==> src/rtl/bridge_gate_pkg.sv <==
// Constants, types and state codes for the bridge gate-drive timing block.
// Assumes one 250 MHz system clock and a synchronous active-high reset.
// How it works
// - One six-bit dead-time setting, n times 50 ns, minimum 100 ns, for all legs.
// - Dead time is counted in system clock cycles derived from the setting.
// - Settings 0, 1 and 2 all give the 100 ns minimum dead time.
// - After either switch of a leg turns off, wait dead time before complement on.
// - Low-side gate output high turns the N-channel switch on, low turns it off.
// - High-side gate output is active low: low turns P-channel on.
// - By default the PWM leg switches in anti-phase with dead time, slow decay.
// - Code 11 turns every bridge switch off during PWM off-time, fast decay.
// - Code 10 recirculates through the low-side switches in every off-time.
// - Code 01 recirculates through the high-side switches in every off-time.
// - Code 00 with falling back-EMF: low side from step start, high after crossing.
// - Code 00 with rising back-EMF: high side from step start, low after crossing.
// - The zero-crossing comparator output is digitally filtered before use.
// - After reset the recirculation selection holds code 00, automatic mixed.
package bridge_gate_pkg;

  localparam int          CLK_PERIOD_PS    = 4000;
  localparam int          DT_UNIT_PS       = 50000;   // 50 ns per dead-time step
  localparam int          DT_MIN_PS        = 100000;  // 100 ns floor
  localparam int          DT_UNIT_CYC      = (DT_UNIT_PS + CLK_PERIOD_PS - 1) / CLK_PERIOD_PS;
  localparam int          DT_MIN_CYC       = (DT_MIN_PS + CLK_PERIOD_PS - 1) / CLK_PERIOD_PS;
  localparam int          DT_MIN_STEPS     = DT_MIN_PS / DT_UNIT_PS;
  localparam int          DT_CNT_W         = 10;
  localparam int          ZC_FILT_LEN      = 8;       // Agreeing samples for a crossing
  localparam logic [5:0]  DT_RESET         = 6'h02;

  typedef logic [5:0] dead_time_t;

  typedef enum logic [1:0] {
    RECIRC_AUTO = 2'h0,
    RECIRC_HIGH = 2'h1,
    RECIRC_LOW  = 2'h2,
    RECIRC_NONE = 2'h3
  } recirc_e;

  // Drive state of one leg: which switch is commanded on
  typedef enum logic [1:0] {
    LEG_OFF  = 2'h0,
    LEG_HIGH = 2'h1,
    LEG_LOW  = 2'h2
  } leg_cmd_e;

  // Commutation step from the commutation controller
  typedef struct packed {
    logic     step_pulse;     // New commutation step starts
    logic     bemf_rising;    // Expected direction of undriven-phase back-EMF
    leg_cmd_e [2:0] drive;    // Per-phase assignment for this step (HIGH, LOW, OFF)
  } commutation_s;

  // Gate pins of one leg
  typedef struct packed {
    logic high_n;             // Active-low high-side gate
    logic low;                // Active-high low-side gate
  } gate_pair_s;

  typedef enum logic [2:0] {
    DT_IDLE = 3'b001,
    DT_WAIT = 3'b010,
    DT_ON   = 3'b100
  } dt_state_e;

  // Dead time in cycles from the programmed setting
  function automatic logic [DT_CNT_W-1:0] dead_cycles(input dead_time_t n);
    logic [DT_CNT_W-1:0] c;
    c = DT_CNT_W'(n) * DT_CNT_W'(DT_UNIT_CYC);
    if (n <= dead_time_t'(DT_MIN_STEPS)) begin
      c = DT_CNT_W'(DT_MIN_CYC);
    end
    return c;
  endfunction : dead_cycles

endpackage : bridge_gate_pkg

==> src/rtl/bridge_gate_pwm_dead_time.sv <==
// Top of the bridge gate-drive timing: recirculation choice, zero-cross filter,
// settings held per PWM period and three dead-time legs.
// Assumes PWM phase, period start and commutation steps come from on-clock logic;
// the raw comparator output arrives asynchronously.
module bridge_gate_pwm_dead_time
  import bridge_gate_pkg::*;
(
  input  wire logic         clk_in,
  input  wire logic         rst_in,
  input  wire dead_time_t   dead_time_count_in,
  input  wire recirc_e      recirc_select_in,
  input  wire logic         pwm_on_in,
  input  wire logic         period_start_in,
  input  wire commutation_s commutation_in,
  input  wire logic         zero_cross_raw_in,
  output logic              zero_cross_out,
  output logic [2:0]        high_side_gate_out,
  output logic [2:0]        low_side_gate_out,
  output recirc_e           recirc_active_out
);

  // Settings held for the running PWM period
  recirc_e             recirc_reg;
  logic [DT_CNT_W-1:0] dead_cyc_reg;

  // State of the running commutation step
  logic                rising_reg;
  logic                after_zc_reg;
  leg_cmd_e [2:0]      drive_reg;

  // Comparator path: synchroniser, run-length filter, crossing pulse
  logic [2:0]          zc_sync_reg;
  logic                zc_agree;
  logic                zc_full;
  logic                zc_state_reg;
  logic [3:0]          zc_count_reg;
  logic                zc_pulse_reg;

  // Off-time side and per-leg commands
  logic                use_low;
  recirc_e             side_next;
  recirc_e             side_reg;
  leg_cmd_e [2:0]      leg_cmd;
  gate_pair_s [2:0]    leg_gate;

  // Mixed mode side: falling back-EMF starts low, rising starts high;
  // the side swaps once the step has seen its filtered crossing
  function automatic logic mixed_low_side(input logic rising,
                                          input logic crossed);
    logic low;
    low = rising ? crossed : !crossed;
    return low;
  endfunction : mixed_low_side

  // True when the off-time recirculates through the low-side switches
  function automatic logic recirc_low_side(input recirc_e mode,
                                           input logic    rising,
                                           input logic    crossed);
    logic low;
    case (mode)
      RECIRC_LOW:  low = 1'b1;
      RECIRC_HIGH: low = 1'b0;
      default:     low = mixed_low_side(rising, crossed);
    endcase
    return low;
  endfunction : recirc_low_side

  // Side reported outward; fast decay has no recirculating side
  function automatic recirc_e side_code(input recirc_e mode,
                                        input logic    low);
    recirc_e side;
    if (mode == RECIRC_NONE) begin
      side = RECIRC_NONE;
    end else if (low) begin
      side = RECIRC_LOW;
    end else begin
      side = RECIRC_HIGH;
    end
    return side;
  endfunction : side_code

  // Command for one leg: on-time follows the step, off-time recirculates or opens.
  // An undriven leg stays open in both halves so its back-EMF can be sensed.
  function automatic leg_cmd_e leg_command(input leg_cmd_e drive,
                                           input logic     pwm_on,
                                           input recirc_e  mode,
                                           input logic     low);
    leg_cmd_e cmd;
    if (pwm_on || drive == LEG_OFF) begin
      cmd = drive;
    end else if (mode == RECIRC_NONE) begin
      cmd = LEG_OFF;
    end else if (low) begin
      cmd = LEG_LOW;
    end else begin
      cmd = LEG_HIGH;
    end
    return cmd;
  endfunction : leg_command

  // Dead-time count for the period; latched only at a boundary so that a
  // change never shortens a gap already being counted
  always_ff @(posedge clk_in) begin
    if (rst_in) begin
      dead_cyc_reg <= dead_cycles(DT_RESET);
    end else if (period_start_in) begin
      dead_cyc_reg <= dead_cycles(dead_time_count_in);
    end
  end

  // Recirculation mode for the period; automatic mixed after reset
  always_ff @(posedge clk_in) begin
    if (rst_in) begin
      recirc_reg <= RECIRC_AUTO;
    end else if (period_start_in) begin
      recirc_reg <= recirc_select_in;
    end
  end

  // Comparator synchroniser: three stages; the last two must agree
  always_ff @(posedge clk_in) begin
    if (rst_in) begin
      zc_sync_reg <= '0;
    end else begin
      zc_sync_reg <= {zc_sync_reg[1:0], zero_cross_raw_in};
    end
  end

  // A sample counts only when settled and different from the accepted level
  assign zc_agree = (zc_sync_reg[2] == zc_sync_reg[1]) && (zc_sync_reg[2] != zc_state_reg);
  assign zc_full  = (zc_count_reg == 4'(ZC_FILT_LEN - 1));

  // Run length of agreeing samples; any disagreement starts over, so
  // noise shorter than the filter never reaches the commutation logic
  always_ff @(posedge clk_in) begin
    if (rst_in) begin
      zc_count_reg <= '0;
    end else if (!zc_agree || zc_full) begin
      zc_count_reg <= '0;
    end else begin
      zc_count_reg <= zc_count_reg + 4'h1;
    end
  end

  // Accepted comparator level, updated after a full run
  always_ff @(posedge clk_in) begin
    if (rst_in) begin
      zc_state_reg <= 1'b0;
    end else if (zc_agree && zc_full) begin
      zc_state_reg <= zc_sync_reg[2];
    end
  end

  // One-cycle crossing pulse on each accepted change
  always_ff @(posedge clk_in) begin
    if (rst_in) begin
      zc_pulse_reg <= 1'b0;
    end else begin
      zc_pulse_reg <= zc_agree && zc_full;
    end
  end

  assign zero_cross_out = zc_pulse_reg;

  // Expected back-EMF direction of the running step
  always_ff @(posedge clk_in) begin
    if (rst_in) begin
      rising_reg <= 1'b0;
    end else if (commutation_in.step_pulse) begin
      rising_reg <= commutation_in.bemf_rising;
    end
  end

  // Crossing seen in this step; a new step clears it, but a crossing in the
  // same cycle as a step is kept so that no accepted crossing is lost
  always_ff @(posedge clk_in) begin
    if (rst_in) begin
      after_zc_reg <= 1'b0;
    end else if (zc_pulse_reg) begin
      after_zc_reg <= 1'b1;
    end else if (commutation_in.step_pulse) begin
      after_zc_reg <= 1'b0;
    end
  end

  // Per-phase drive of the running step; all legs open until the first step
  always_ff @(posedge clk_in) begin
    if (rst_in) begin
      drive_reg <= '{default: LEG_OFF};
    end else if (commutation_in.step_pulse) begin
      drive_reg <= commutation_in.drive;
    end
  end

  // Off-time side from mode, direction and crossing
  always_comb begin
    use_low   = recirc_low_side(recirc_reg, rising_reg, after_zc_reg);
    side_next = side_code(recirc_reg, use_low);
  end

  // Registered side report; after reset auto mode starts on the low side
  always_ff @(posedge clk_in) begin
    if (rst_in) begin
      side_reg <= RECIRC_LOW;
    end else begin
      side_reg <= side_next;
    end
  end

  assign recirc_active_out = side_reg;

  // Leg commands; a change here starts that leg's dead-time count
  always_comb begin
    for (int i = 0; i < 3; i++) begin
      leg_cmd[i] = leg_command(drive_reg[i], pwm_on_in, recirc_reg, use_low);
    end
  end

  // One dead-time leg per phase, sharing the single setting
  for (genvar g = 0; g < 3; g++) begin : g_leg
    leg_dead_time u_leg (
      .clk_in      (clk_in),
      .rst_in      (rst_in),
      .cmd_in      (leg_cmd[g]),
      .dead_cyc_in (dead_cyc_reg),
      .gate_out    (leg_gate[g])
    );
    assign high_side_gate_out[g] = leg_gate[g].high_n;
    assign low_side_gate_out[g]  = leg_gate[g].low;
  end

endmodule : bridge_gate_pwm_dead_time

==> src/rtl/leg_dead_time.sv <==
// One bridge leg: takes a commanded state and inserts dead time on every change.
// Assumes the command and dead-time count come from logic on the same clock.
module leg_dead_time
  import bridge_gate_pkg::*;
(
  input  wire logic                clk_in,
  input  wire logic                rst_in,
  input  wire leg_cmd_e            cmd_in,
  input  wire logic [DT_CNT_W-1:0] dead_cyc_in,
  output gate_pair_s               gate_out
);

  dt_state_e           state_reg;
  leg_cmd_e            target_reg;
  logic [DT_CNT_W-1:0] count_reg;

  // Leaving a switch drops to all-off, counts dead time, then turns on target
  always_ff @(posedge clk_in) begin
    if (rst_in) begin
      state_reg  <= DT_IDLE;
      target_reg <= LEG_OFF;
      count_reg  <= '0;
    end else begin
      case (state_reg)
        DT_IDLE, DT_ON: begin
          if (cmd_in != target_reg) begin
            target_reg <= cmd_in;
            count_reg  <= dead_cyc_in;
            state_reg  <= DT_WAIT;
          end
        end
        DT_WAIT: begin
          if (cmd_in != target_reg) begin
            target_reg <= cmd_in;                       // Restart on retarget
            count_reg  <= dead_cyc_in;
          end else if (count_reg <= DT_CNT_W'(1)) begin
            state_reg <= DT_ON;
          end else begin
            count_reg <= count_reg - DT_CNT_W'(1);
          end
        end
        default: state_reg <= DT_IDLE;
      endcase
    end
  end

  // Registered gate pins; both off during reset and dead time
  always_ff @(posedge clk_in) begin
    if (rst_in) begin
      gate_out <= '{high_n: 1'b1, low: 1'b0};
    end else begin
      gate_out.high_n <= !(state_reg == DT_ON && target_reg == LEG_HIGH);
      gate_out.low    <=  (state_reg == DT_ON && target_reg == LEG_LOW);
    end
  end

endmodule : leg_dead_time

==> config.mk <==
export PLATFORM = sky130hd
export DESIGN_NAME = bridge_gate_pwm_dead_time
export DESIGN_NICKNAME = d
export VERILOG_FILES = /design/src/rtl/bridge_gate_pkg.sv /design/src/rtl/bridge_gate_pwm_dead_time.sv /design/src/rtl/leg_dead_time.sv
export SDC_FILE = /design/constraint.sdc
export NUM_CORES = 1
export LEC_CHECK = 0
export ABC_AREA = 1
export BUFFER_PORTS_ARGS = -buffer_cell sky130_fd_sc_hd__buf_2
export CAP_MARGIN = 20
export CELL_PAD_IN_SITES_DETAIL_PLACEMENT = 1
export CELL_PAD_IN_SITES_GLOBAL_PLACEMENT = 1
export CORE_AREA = 2 2 142 102
export DETAILED_ROUTE_END_ITERATION = 12
export DIE_AREA = 0 0 144 104
export HOLD_SLACK_MARGIN = 0.12
export PLACE_DENSITY = 0.76
export SLEW_MARGIN = 20
export SYNTH_ARGS = -nofsm -noshare
export SYNTH_HDL_FRONTEND = slang
export SYNTH_SLANG_ARGS = --single-unit
==> constraint.sdc <==
create_clock -name clk_in -period 5.6 [get_ports clk_in]
set_input_delay 1.68 -clock clk_in [delete_from_list [all_inputs] [get_ports clk_in]]
set_output_delay 1.68 -clock clk_in [all_outputs]
set_load 0.05 [all_outputs]
==> metrics.txt, run 1 <==
worst-path cell with the longest stage delay=sky130_fd_sc_hd__fa_1; row count=36; required time worst endpoint=approximately 5.8 ns; number of synthesized flops with an enable pin=0; summed instance area of the synthesized netlist=5100 um2; TritonCTS clock tree=yes; highest ir drop seen on vdd=a little under 0.2 mV; Crit. End Element=register; internal power contribution=~1.5 mW; Wirelength per Cell=between 10 and 15 um; share of total power in the clock network=0.199; post-synth top area cell=sky130_fd_sc_hd__dfxtp_1; class of the tightest hold or removal check=register to register; final weighted congestion in routability-driven placement=about 0.85; total routed wirelength=13.9 mm; clock-pin slew of the registers on the worst-case setup and hold paths=roughly 0.060 ns; Antenna Diode Count=0; result of the run=finished, final reports clean; Switching Share=0.470; Remaining Overflow, GRT=0; distinct cell type count after synthesis=38; max-cap check violation count=0; # nets final=between 800 and 900; post-route clock period utilization=0.706; count of endpoints failing setup in the final report=0; achievable clock frequency=approximately 250 MHz; worst-skew pair later-pin latency=around 0.34 ns; global-route wire length before repair=around 24 mm; Place WS=about 1.3 ns; Critical Path Max Stage Delay=0.54 ns; total number of clock tree sinks=a little over 80; estimated wirelength of the detail-placed design=10.6 mm; instance area at placement=about 5400 um2; DR DRC count=0; ratio of cells with drive above 1 in the final layout=0.134; synthesized area divided by synthesized cell count=around 7.0 um2; worst slew margin relative to its limit=0.356; synthesis-to-finish area growth=11.0%; number of DRC violations after detailed-routing iteration 0=about 160; flop-to-flop setup slack=roughly 3.4 ns; leakage power=2.71 nW; GRT Total Usage=0.196; via count of the first global-routing pass=4915; routed via count=roughly 4600; area inside the core boundary=between 10000 and 15000 um2; pin slew with the least headroom to its limit=roughly 0.97 ns; H-tree depth=3; sequential share of power=0.300; Initial Util=0.374; Worst setup SP type=input port; Max FO, Critical Path=5; post-layout instance area=5660 um2; share of synthesized flip-flops with an asynchronous set or reset=0; input/output buffers=29; FILL cells=1761; share of power burned in combinational logic=0.501; antenna violations before repair=0; Post-CTS Setup Inserts=0; Post-CTS Hold Buffers=0; top-count cell post-synth=sky130_fd_sc_hd__nand2_1; arrival time at the worst endpoint=4.16 ns; CTS buffer count=9; buffer levels on the longest clock path=2; overall die area=15000 um2; antenna-violating nets left=0; unrepaired setup endpoints after global routing=false; Worst Path Class, Setup=input port to register; Root Driver=sky130_fd_sc_hd__clkbuf_16; cell count after synthesis=~720; count of state elements after synthesis=~80; total count of max-transition violations in the final report=0; fin crit period=approximately 4.0 ns; largest net degree at the start of global routing=31; Vias/cell=between 4 and 5; sum of internal, switching and leakage power=~2.9 mW; first-pass iteration count of the detailed router=5; fraction of the yosys area taken by sequential cells=0.322; I/O pin count=30; die width=144 um; post-synthesis net count=777; Pwr Density=slightly above 500 nW/um2; number of gates given a new drive strength after cts=0; final worst-path setup slack=1.65 ns; largest cells by area after synthesis=sky130_fd_sc_hd__dfxtp_1 32%, sky130_fd_sc_hd__nand2_1 13%, sky130_fd_sc_hd__nor2_1 9.1%, sky130_fd_sc_hd__ha_1 7.1%, sky130_fd_sc_hd__inv_1 6.7%; final hold violations=0; switching power of the nets=~1.3 mW; commonest cells in the netlist=171 x sky130_fd_sc_hd__nand2_1, 124 x sky130_fd_sc_hd__nor2_1, 91 x sky130_fd_sc_hd__inv_1, 82 x sky130_fd_sc_hd__dfxtp_1, 30 x sky130_fd_sc_hd__nand3_1; Die Y-Extent=104 um; area share of the largest cell type after synthesis=0.322; Clock Skew=~0.008 ns; flip-flop count of the largest register after layout=30; Setup Total Neg Slack=0 ns; Yosys warning total=0; Cell Chain, Critical Path=buf_2 -> ha_1 -> fa_1 -> inv_1 -> fa_1 -> o21ai_0 -> a21oi_1 -> o21ba_2 -> nor2_1 -> nor2_1 -> nand2_1 -> a21oi_1; commonest register cell after synthesis=sky130_fd_sc_hd__dfxtp_1
[kinds of logic (layout without fill, tap and decap cells)]
| kind of cell | after synthesis | after routing | share of synthesized area |
|---|---|---|---|
| compound gates | 73 | 73 | 0.0885 |
| xor+xnor | 26 | 26 | 0.0446 |
| fa+ha+maj | 32 | 32 | 0.0829 |
| buf+inv | 110 | 141 | 0.0912 |
| flops | 82 | 82 | 0.322 |
| simple gates | 401 | 401 | 0.371 |
[worst max-delay path, delay by kind of cell]
kind	cells	cell delay [ns]
AO/OA/AOI/OAI	4	0.74
adder cells (fa/ha/maj)	3	1.32
buffers and inverters	2	0.21
AND/OR/NAND/NOR	3	0.21
[final timing paths]
| path | start | to | depth (start not counted) |
|---|---|---|---|
| setup / recovery | dead_time_count_in[1] | dead_cyc_reg[9]$_SDFFE_PP0P_ | 12 |
| hold / removal | zc_sync_reg[0]$_SDFF_PP0_ | zc_sync_reg[1]$_SDFF_PP0_ | 2 |
| setup reg to reg | recirc_reg[0]$_SDFFE_PP0P_ | g_leg[1].u_leg.count_reg[3]$_SDFFE_PP0P_ | 11 |
| hold reg to reg | zc_sync_reg[0]$_SDFF_PP0_ | zc_sync_reg[1]$_SDFF_PP0_ | 2 |
[routing by layer]
layer  global-route usage  wire [um]
met4               0.0504        159
met3               0.0318        294
met1                0.260       6840
met2                0.331       6580
met5                    0          0
[cell usage in the layout (no fill, tap or decap), types with 2 or more instances in the layout]
cell	count
sky130_fd_sc_hd__a21oi_1	21
sky130_fd_sc_hd__buf_2	29
sky130_fd_sc_hd__clkbuf_16	9
sky130_fd_sc_hd__clkinv_1	3
sky130_fd_sc_hd__clkinvlp_4	2
sky130_fd_sc_hd__dfxtp_1	82
sky130_fd_sc_hd__fa_1	3
sky130_fd_sc_hd__ha_1	29
sky130_fd_sc_hd__inv_1	91
sky130_fd_sc_hd__nand2_1	171
sky130_fd_sc_hd__nand2_2	7
sky130_fd_sc_hd__nand2_4	6
sky130_fd_sc_hd__nand3_1	30
sky130_fd_sc_hd__nand3_2	13
sky130_fd_sc_hd__nand3_4	5
sky130_fd_sc_hd__nand4_1	21
sky130_fd_sc_hd__nor2_1	124
sky130_fd_sc_hd__nor2_2	5
sky130_fd_sc_hd__nor3_1	9
sky130_fd_sc_hd__nor3_4	2
sky130_fd_sc_hd__o2111ai_1	2
sky130_fd_sc_hd__o211ai_1	5
sky130_fd_sc_hd__o21a_1	2
sky130_fd_sc_hd__o21ai_0	17
sky130_fd_sc_hd__o21ai_1	8
sky130_fd_sc_hd__o21ai_2	13
sky130_fd_sc_hd__o22ai_1	2
sky130_fd_sc_hd__o31ai_1	2
sky130_fd_sc_hd__or2_1	3
sky130_fd_sc_hd__xnor2_1	7
sky130_fd_sc_hd__xor2_1	19
[per-stage QoR]
step	hold WS (ns)	utilization	cells
2_1_floorplan	0.388	-	724
3_3_place_gp	0.396	0.394	929
3_5_place_dp	0.409	0.394	929
4_1_cts	0.420	0.415	945
5_1_grt	0.424	0.415	945
6_report	0.415	0.415	945
[layout make-up]
| type | instances | area (um2) | area share |
|---|---|---|---|
| tap | 190 | 238 | 0.0420 |
| clock buffer | 11 | 243 | 0.0429 |
| sequential | 82 | 1640 | 0.290 |
| multi-input combinational | 532 | 2990 | 0.529 |
| inverter | 95 | 357 | 0.0630 |
| timing repair buffer | 30 | 153 | 0.0270 |
| clock inverter | 5 | 37.5 | 0.00663 |
[power groups by stage]
stage | sequential (mW) | clock, mW | combinational (mW)
floorplan | 0.836 | 0 | 1.18
global placement | 0.860 | 0 | 1.34
detailed placement | 0.869 | 0 | 1.42
CTS | 0.859 | 0.584 | 1.44
global route | 0.878 | 0.611 | 1.65
finish | 0.858 | 0.567 | 1.43
Note: power is estimated with default switching activity, not from simulation.
==> run 2, diff against run 1 <==
--- a/config.mk
+++ b/config.mk
@@ -5,16 +5,16 @@
 export SDC_FILE = /design/constraint.sdc
 export NUM_CORES = 1
 export LEC_CHECK = 0
-export ABC_AREA = 1
+export ABC_AREA = 0
 export BUFFER_PORTS_ARGS = -buffer_cell sky130_fd_sc_hd__buf_2
 export CAP_MARGIN = 20
 export CELL_PAD_IN_SITES_DETAIL_PLACEMENT = 1
 export CELL_PAD_IN_SITES_GLOBAL_PLACEMENT = 1
-export CORE_AREA = 2 2 142 102
+export CORE_AREA = 2 2 139 100
 export DETAILED_ROUTE_END_ITERATION = 12
-export DIE_AREA = 0 0 144 104
+export DIE_AREA = 0 0 141 102
 export HOLD_SLACK_MARGIN = 0.12
-export PLACE_DENSITY = 0.76
+export PLACE_DENSITY = 0.73
 export SLEW_MARGIN = 20
 export SYNTH_ARGS = -nofsm -noshare
 export SYNTH_HDL_FRONTEND = slang
==> constraint.sdc (replaced) <==
create_clock -name clk_in -period 3.8 [get_ports clk_in]
set_input_delay 1.14 -clock clk_in [delete_from_list [all_inputs] [get_ports clk_in]]
set_output_delay 1.14 -clock clk_in [all_outputs]
set_load 0.05 [all_outputs]
==> run 2 against run 1 <==
Net effect:
- register-to-register slack worse by 2.6 ns
- combinational power is 8% lower
- first-iteration DRC count is 2.6% lower
- largest power group unchanged
- critical path depth stayed put
- highest routed layer unchanged
- hold slack better by 0.024 ns
- sequential power is 32% higher
- clock power is 60% higher
- total power is 17% higher
==> metrics.txt, run 2 <==
GRT Total Usage=0.191; required time worst endpoint=about 4.1 ns; worst-skew pair later-pin latency=roughly 0.35 ns; Post-CTS Hold Buffers=0; largest cells by area after synthesis=sky130_fd_sc_hd__dfxtp_1 34%, sky130_fd_sc_hd__ha_1 7.5%, sky130_fd_sc_hd__nor2_1 5.0%, sky130_fd_sc_hd__mux2i_1 4.9%, sky130_fd_sc_hd__a21oi_1 4.1%; Cell Chain, Critical Path=buf_2 -> ha_1 -> fa_1 -> inv_1 -> fa_1 -> inv_1 -> a21oi_1 -> o21bai_1 -> a21o_1 -> a21oi_1 -> xor2_1 -> o31ai_1; Clock Skew=approximately 0.0091 ns; overall die area=between 10000 and 15000 um2; most frequent cells in the layout=82 x sky130_fd_sc_hd__dfxtp_1, 65 x sky130_fd_sc_hd__nor2_1, 51 x sky130_fd_sc_hd__inv_1, 40 x sky130_fd_sc_hd__a21oi_1, 30 x sky130_fd_sc_hd__nand2_1; final weighted congestion in routability-driven placement=0.859; # nets final=roughly 650; row count=35; leakage power=2.22 nW; highest ir drop seen on vdd=around 0.26 mV; flip-flop count of the largest register after layout=30; area inside the core boundary=13000 um2; first-pass iteration count of the detailed router=4; Root Driver=sky130_fd_sc_hd__clkbuf_16; post-layout instance area=~5500 um2; core occupancy in the finished layout=0.422; commonest register cell after synthesis=sky130_fd_sc_hd__dfxtp_1; synthesized area divided by synthesized cell count=8.55 um2; global-route wire length before repair=22.1 mm; Remaining Overflow, GRT=0; xor/xnor cell area share of the yosys netlist=0.0249; worst min-delay path startpoint=zc_sync_reg[0]$_SDFF_PP0_; estimated wirelength of the detail-placed design=~9.7 mm; instance area at placement=5190 um2; final hold violations=0; DR DRC count=0; cell count after synthesis=between 500 and 600; max-cap check violation count=0; ratio of cells with drive above 1 in the final layout=0.153; fin crit period=~3.4 ns; number of gates given a new drive strength after cts=0; area share of the largest cell type after synthesis=0.337; Post-CTS Setup Inserts=0; Setup Total Neg Slack=0 ns; buffer levels on the longest clock path=2; total routed wirelength=between 10 and 15 mm; achievable clock frequency=between 200 and 300 MHz; die width=141 um; summed instance area of the synthesized netlist=approximately 5000 um2; commonest cells in the netlist=82 x sky130_fd_sc_hd__dfxtp_1, 65 x sky130_fd_sc_hd__nor2_1, 51 x sky130_fd_sc_hd__inv_1, 40 x sky130_fd_sc_hd__a21oi_1, 30 x sky130_fd_sc_hd__nand2_1; arrival time at the worst endpoint=3.61 ns; r2r worst-path depth=8; Wirelength per Cell=17.0 um; largest family of logic cells by synthesized area=compound AO/OA/AOI/OAI gates; Worst setup SP type=input port; count of endpoints failing setup in the final report=0; via count of the first global-routing pass=about 4400; area fraction in compound gates after synthesis=0.222; synthesis-to-finish area growth=12.9%; leading cell type in the layout, fill and taps excluded=sky130_fd_sc_hd__dfxtp_1; antenna-violating nets left=0; number of synthesized flops with an enable pin=0; Worst Path Class, Setup=input port to register; antenna violations before repair=0; class of the tightest hold or removal check=register to register; Die Y-Extent=between 100 and 150 um; post-synth top area cell=sky130_fd_sc_hd__dfxtp_1; total count of max-transition violations in the final report=0; largest net degree at the start of global routing=38; total number of clock tree sinks=82; worst reg2reg path startpoint=recirc_reg[0]$_SDFFE_PP0P_; TritonCTS clock tree=yes; distinct cell type count after synthesis=77; final worst-path setup slack=between 0.4 and 0.5 ns; adder-cell area share of the yosys netlist=0.0869; Yosys warning total=0; Initial Util=0.374; worst-path cell with the longest stage delay=sky130_fd_sc_hd__fa_1; post-synthesis mux area share=0.0525; number of instances on the worst hold path=1; Pwr Density=~610 nW/um2; post-synthesis share of cell area spent on and, or, nand and nor gates=0.210; top-count cell post-synth=sky130_fd_sc_hd__dfxtp_1; pin slew with the least headroom to its limit=between 0.8 and 0.9 ns; result of the run=finished, final reports clean; share of synthesized flip-flops with an asynchronous set or reset=0; Vias/cell=5.49; post-route clock period utilization=0.882; destination of the worst register-to-register timing path=g_leg[0].u_leg.count_reg[2]$_SDFFE_PP0P_; number of DRC violations after detailed-routing iteration 0=roughly 150; H-tree depth=3; post-synthesis net count=approximately 620; Crit. End Element=register; fraction of the yosys area taken by sequential cells=0.337; unrepaired setup endpoints after global routing=false; Place WS=between 0.1 and 0.15 ns; flop-to-flop setup slack=between 0.7 and 0.8 ns; CTS buffer count=9; worst slew margin relative to its limit=0.439; Critical Path Max Stage Delay=0.54 ns; Max FO, Critical Path=5; count of state elements after synthesis=82; routed via count=between 4000 and 5000; worst hold endpoint=zc_sync_reg[1]$_SDFF_PP0_; Antenna Diode Count=0; input/output buffers=29; clock-pin slew of the registers on the worst-case setup and hold paths=0.07 ns; I/O pin count=30
==> run 2: report_power, final <==
part           internal, mW  switching [mW]
logic                 0.507           0.799
clock network         0.514           0.395
registers             0.980           0.147
total                  2.00            1.34
==> run 2: worst max-delay path by stage <==
stage / start / to / slack [ns] / cells past startpoint
2_1_floorplan: dead_time_count_in[1] / dead_cyc_reg[9]$_SDFFE_PP0P_ / 0.47 / 11
3_3_place_gp: dead_time_count_in[1] / dead_cyc_reg[9]$_SDFFE_PP0P_ / 0.23 / 12
3_5_place_dp: dead_time_count_in[1] / dead_cyc_reg[9]$_SDFFE_PP0P_ / 0.11 / 12
4_1_cts: dead_time_count_in[1] / dead_cyc_reg[9]$_SDFFE_PP0P_ / 0.46 / 12
5_1_grt: dead_time_count_in[1] / dead_cyc_reg[9]$_SDFFE_PP0P_ / 0.32 / 12
6_report: dead_time_count_in[1] / dead_cyc_reg[9]$_SDFFE_PP0P_ / 0.45 / 12
==> run 2: routing by layer <==
metal,GRT usage,wire (um)
met4,0.0469,136
met1,0.258,6630
met2,0.320,5980
met5,0,0
met3,0.0356,304
==> run 2: final cells by class <==
| type | count | area (um2) |
|---|---|---|
| clock inverters | 7 | 77.6 |
| repair buffers | 42 | 243 |
| inverters | 51 | 191 |
| well taps | 166 | 208 |
| fillers | 1523 | 7520 |
| multi-input cells | 412 | 2900 |
| clock buffers | 9 | 225 |
| flip-flops and latches | 82 | 1640 |
==> run 2: through the flow <==
stage	total power [mW]	cells	hold slack (ns)
after floorplan	2.12	569	0.414
after global placement	2.38	753	0.418
after detailed placement	2.44	753	0.426
after CTS	3.36	769	0.441
after global routing	3.57	769	0.468
final	3.34	769	0.438
==> run 2: worst max-delay path: cells and delay by family <==
kind	cells	cell delay, ns
buf+inv	3	0.29
fa+ha+maj	3	1.34
compound gates	5	0.70
xor+xnor	1	0.15
==> run 2: logic make-up (layout without fill, tap and decap cells) <==
family | Yosys count | in the layout
compound gates | 147 | 147
xor+xnor | 13 | 13
fa+ha+maj | 32 | 32
buf+inv | 75 | 109
flops | 82 | 82
mux | 25 | 25
simple gates | 195 | 195
==> run 3, diff against run 2 <==
--- a/config.mk
+++ b/config.mk
@@ -10,12 +10,13 @@
 export CAP_MARGIN = 20
 export CELL_PAD_IN_SITES_DETAIL_PLACEMENT = 1
 export CELL_PAD_IN_SITES_GLOBAL_PLACEMENT = 1
-export CORE_AREA = 2 2 139 100
+export CORE_AREA = 2 2 117 119
 export DETAILED_ROUTE_END_ITERATION = 12
-export DIE_AREA = 0 0 141 102
+export DIE_AREA = 0 0 119 121
 export HOLD_SLACK_MARGIN = 0.12
 export PLACE_DENSITY = 0.73
 export SLEW_MARGIN = 20
 export SYNTH_ARGS = -nofsm -noshare
 export SYNTH_HDL_FRONTEND = slang
+export SYNTH_HIERARCHICAL = 1
 export SYNTH_SLANG_ARGS = --single-unit
==> run 3 against run 2 <==
Net effect:
- sequential power grew 7%
- clock-buffer cell count grew 2
- via count shrank 2.3%
- global-route usage shrank 1.7 points
- largest power group unchanged
==> metrics.txt, run 3 <==
result of the run=finished, final reports clean; achievable clock frequency=315 MHz; Crit. End Element=register; Max FO, Critical Path=4; routed via count=4123; number of synthesized flops with an enable pin=0; die width=around 120 um; post-synthesis net count=roughly 600; top-count cell post-synth=sky130_fd_sc_hd__dfxtp_1; Worst Path Class, Setup=input port to register; # nets final=640; leakage power=between 2 and 2.5 nW; highest ir drop seen on vdd=between 0.2 and 0.25 mV; class of the tightest hold or removal check=register to register; Post-CTS Hold Buffers=0; Yosys warning total=6; count of state elements after synthesis=slightly above 80; estimated wirelength of the detail-placed design=between 9 and 10 mm; area inside the core boundary=~13000 um2; commonest register cell after synthesis=sky130_fd_sc_hd__dfxtp_1; synthesized area divided by synthesized cell count=8.73 um2; Clock Skew=0.00915 ns; Setup Total Neg Slack=0 ns; input/output buffers=29; leading cell type in the layout, fill and taps excluded=sky130_fd_sc_hd__dfxtp_1; H-tree depth=3; TritonCTS clock tree=yes; Remaining Overflow, GRT=0; DR DRC count=0; number of instances on the worst hold path=1; Pwr Density=approximately 650 nW/um2; total routed wirelength=around 12 mm; share of synthesized flip-flops with an asynchronous set or reset=0; summed instance area of the synthesized netlist=between 4000 and 5000 um2; distinct cell type count after synthesis=64; Final Hold Slack=~0.45 ns; GRT Total Usage=0.174; required time worst endpoint=4.01 ns; post-route clock period utilization=0.834; Root Driver=sky130_fd_sc_hd__clkbuf_16; total count of max-transition violations in the final report=0; post-layout instance area=around 5500 um2; sum of internal, switching and leakage power=3.57 mW; FILL cells=approximately 1500; Wirelength per Cell=between 15 and 20 um; unrepaired setup endpoints after global routing=false; antenna-violating nets left=0; pin slew with the least headroom to its limit=~0.7 ns; final hold violations=0; fraction of the yosys area taken by sequential cells=0.334; CTS buffer count=9; global-route wire length before repair=just over 20 mm; r2r worst-path depth=10; fin crit period=3.17 ns; Worst setup SP type=input port; I/O pin count=30; commonest cells in the netlist=82 x sky130_fd_sc_hd__dfxtp_1, 74 x sky130_fd_sc_hd__nor2_1, 50 x sky130_fd_sc_hd__a21oi_1, 29 x sky130_fd_sc_hd__ha_1, 29 x sky130_fd_sc_hd__inv_1; number of gates given a new drive strength after cts=0; arrival time at the worst endpoint=about 3.4 ns; flip-flop count of the largest register after layout=30; largest cells by area after synthesis=sky130_fd_sc_hd__dfxtp_1 33%, sky130_fd_sc_hd__ha_1 7.4%, sky130_fd_sc_hd__nor2_1 5.7%, sky130_fd_sc_hd__a21oi_1 5.1%, sky130_fd_sc_hd__mux2i_1 3.7%; post-synth top area cell=sky130_fd_sc_hd__dfxtp_1; total number of clock tree sinks=82; ratio of cells with drive above 1 in the final layout=0.162; Post-CTS Setup Inserts=0; max-cap check violation count=0; final weighted congestion in routability-driven placement=~0.80; cell count after synthesis=around 560; overall die area=approximately 14000 um2; clock-pin slew of the registers on the worst-case setup and hold paths=around 0.07 ns; Vias/cell=between 5 and 6; largest net degree at the start of global routing=39; Initial Util=0.376; antenna violations before repair=0; via count of the first global-routing pass=~4300; count of endpoints failing setup in the final report=0; buffer levels on the longest clock path=2; Antenna Diode Count=0; most frequent cells in the layout=82 x sky130_fd_sc_hd__dfxtp_1, 74 x sky130_fd_sc_hd__nor2_1, 50 x sky130_fd_sc_hd__a21oi_1; row count=42; Die Y-Extent=121 um; worst slew margin relative to its limit=0.534; synthesis-to-finish area growth=11.9%; worst-skew pair later-pin latency=~0.35 ns; area share of the largest cell type after synthesis=0.334; number of DRC violations after detailed-routing iteration 0=162; first-pass iteration count of the detailed router=4; instance area at placement=between 5000 and 6000 um2
==> run 3: final timing paths <==
kind                                         endpoint  slack, ns                       start
max                      dead_cyc_reg[9]$_SDFFE_PP0P_       0.63       dead_time_count_in[3]
min                         zc_sync_reg[1]$_SDFF_PP0_       0.45   zc_sync_reg[0]$_SDFF_PP0_
max reg2reg  g_leg[2].u_leg/count_reg[8]$_SDFFE_PP0P_       0.79  recirc_reg[0]$_SDFFE_PP0P_
min reg2reg                 zc_sync_reg[1]$_SDFF_PP0_       0.45   zc_sync_reg[0]$_SDFF_PP0_
==> run 3: final cells by class <==
type | count | area, um2 | area share
multi-input combinational | 427 | 3030 | 0.550
sequential | 82 | 1640 | 0.298
clock buffer | 11 | 253 | 0.0459
tap | 176 | 220 | 0.0400
timing repair buffer | 37 | 205 | 0.0373
inverter | 30 | 113 | 0.0205
clock inverter | 5 | 42.5 | 0.00773
==> run 3: logic make-up after synthesis <==
family / count (synthesis) / share of synthesized area
XOR/XNOR: 13 / 0.0277
buffers and inverters: 54 / 0.0504
flip-flops: 82 / 0.334
multiplexers: 25 / 0.0527
AND/OR/NAND/NOR: 208 / 0.251
AO/OA/AOI/OAI: 149 / 0.199
adder cells (fa/ha/maj): 32 / 0.0860
==> run 3: metrics by stage <==
| stage | setup slack, ns | utilization | instances |
|---|---|---|---|
| 2_1_floorplan | 0.586 | - | 563 |
| 3_3_place_gp | 0.378 | 0.398 | 752 |
| 3_5_place_dp | 0.262 | 0.398 | 752 |
| 4_1_cts | 0.625 | 0.420 | 768 |
| 5_1_grt | 0.395 | 0.420 | 768 |
| 6_report | 0.630 | 0.420 | 768 |
==> run 3: per-layer routing <==
metal  up-vias  GRT usage  routed length (um)
li1       2040          -                   -
met1      2031      0.208                5410
met2        38      0.309                5980
met3        14     0.0338                 259
met4         0     0.0640                 257
met5         -          0                   0
==> run 3: critical path: stages <==
cell	delay [ns]
sky130_fd_sc_hd__buf_2	0.12
sky130_fd_sc_hd__inv_1	0.07
sky130_fd_sc_hd__ha_1	0.28
sky130_fd_sc_hd__inv_1	0.05
sky130_fd_sc_hd__fa_1	0.50
sky130_fd_sc_hd__inv_1	0.04
sky130_fd_sc_hd__ha_1	0.34
sky130_fd_sc_hd__nor2b_1	0.19
sky130_fd_sc_hd__o31a_1	0.26
sky130_fd_sc_hd__o311ai_1	0.23
sky130_fd_sc_hd__o221ai_1	0.15
==> run 3: power breakdown <==
part	internal, mW	total, mW	switching, mW
registers	0.999	1.21	0.212
clock network	0.488	0.866	0.378
logic	0.641	1.49	0.849
total	2.13	3.57	1.44
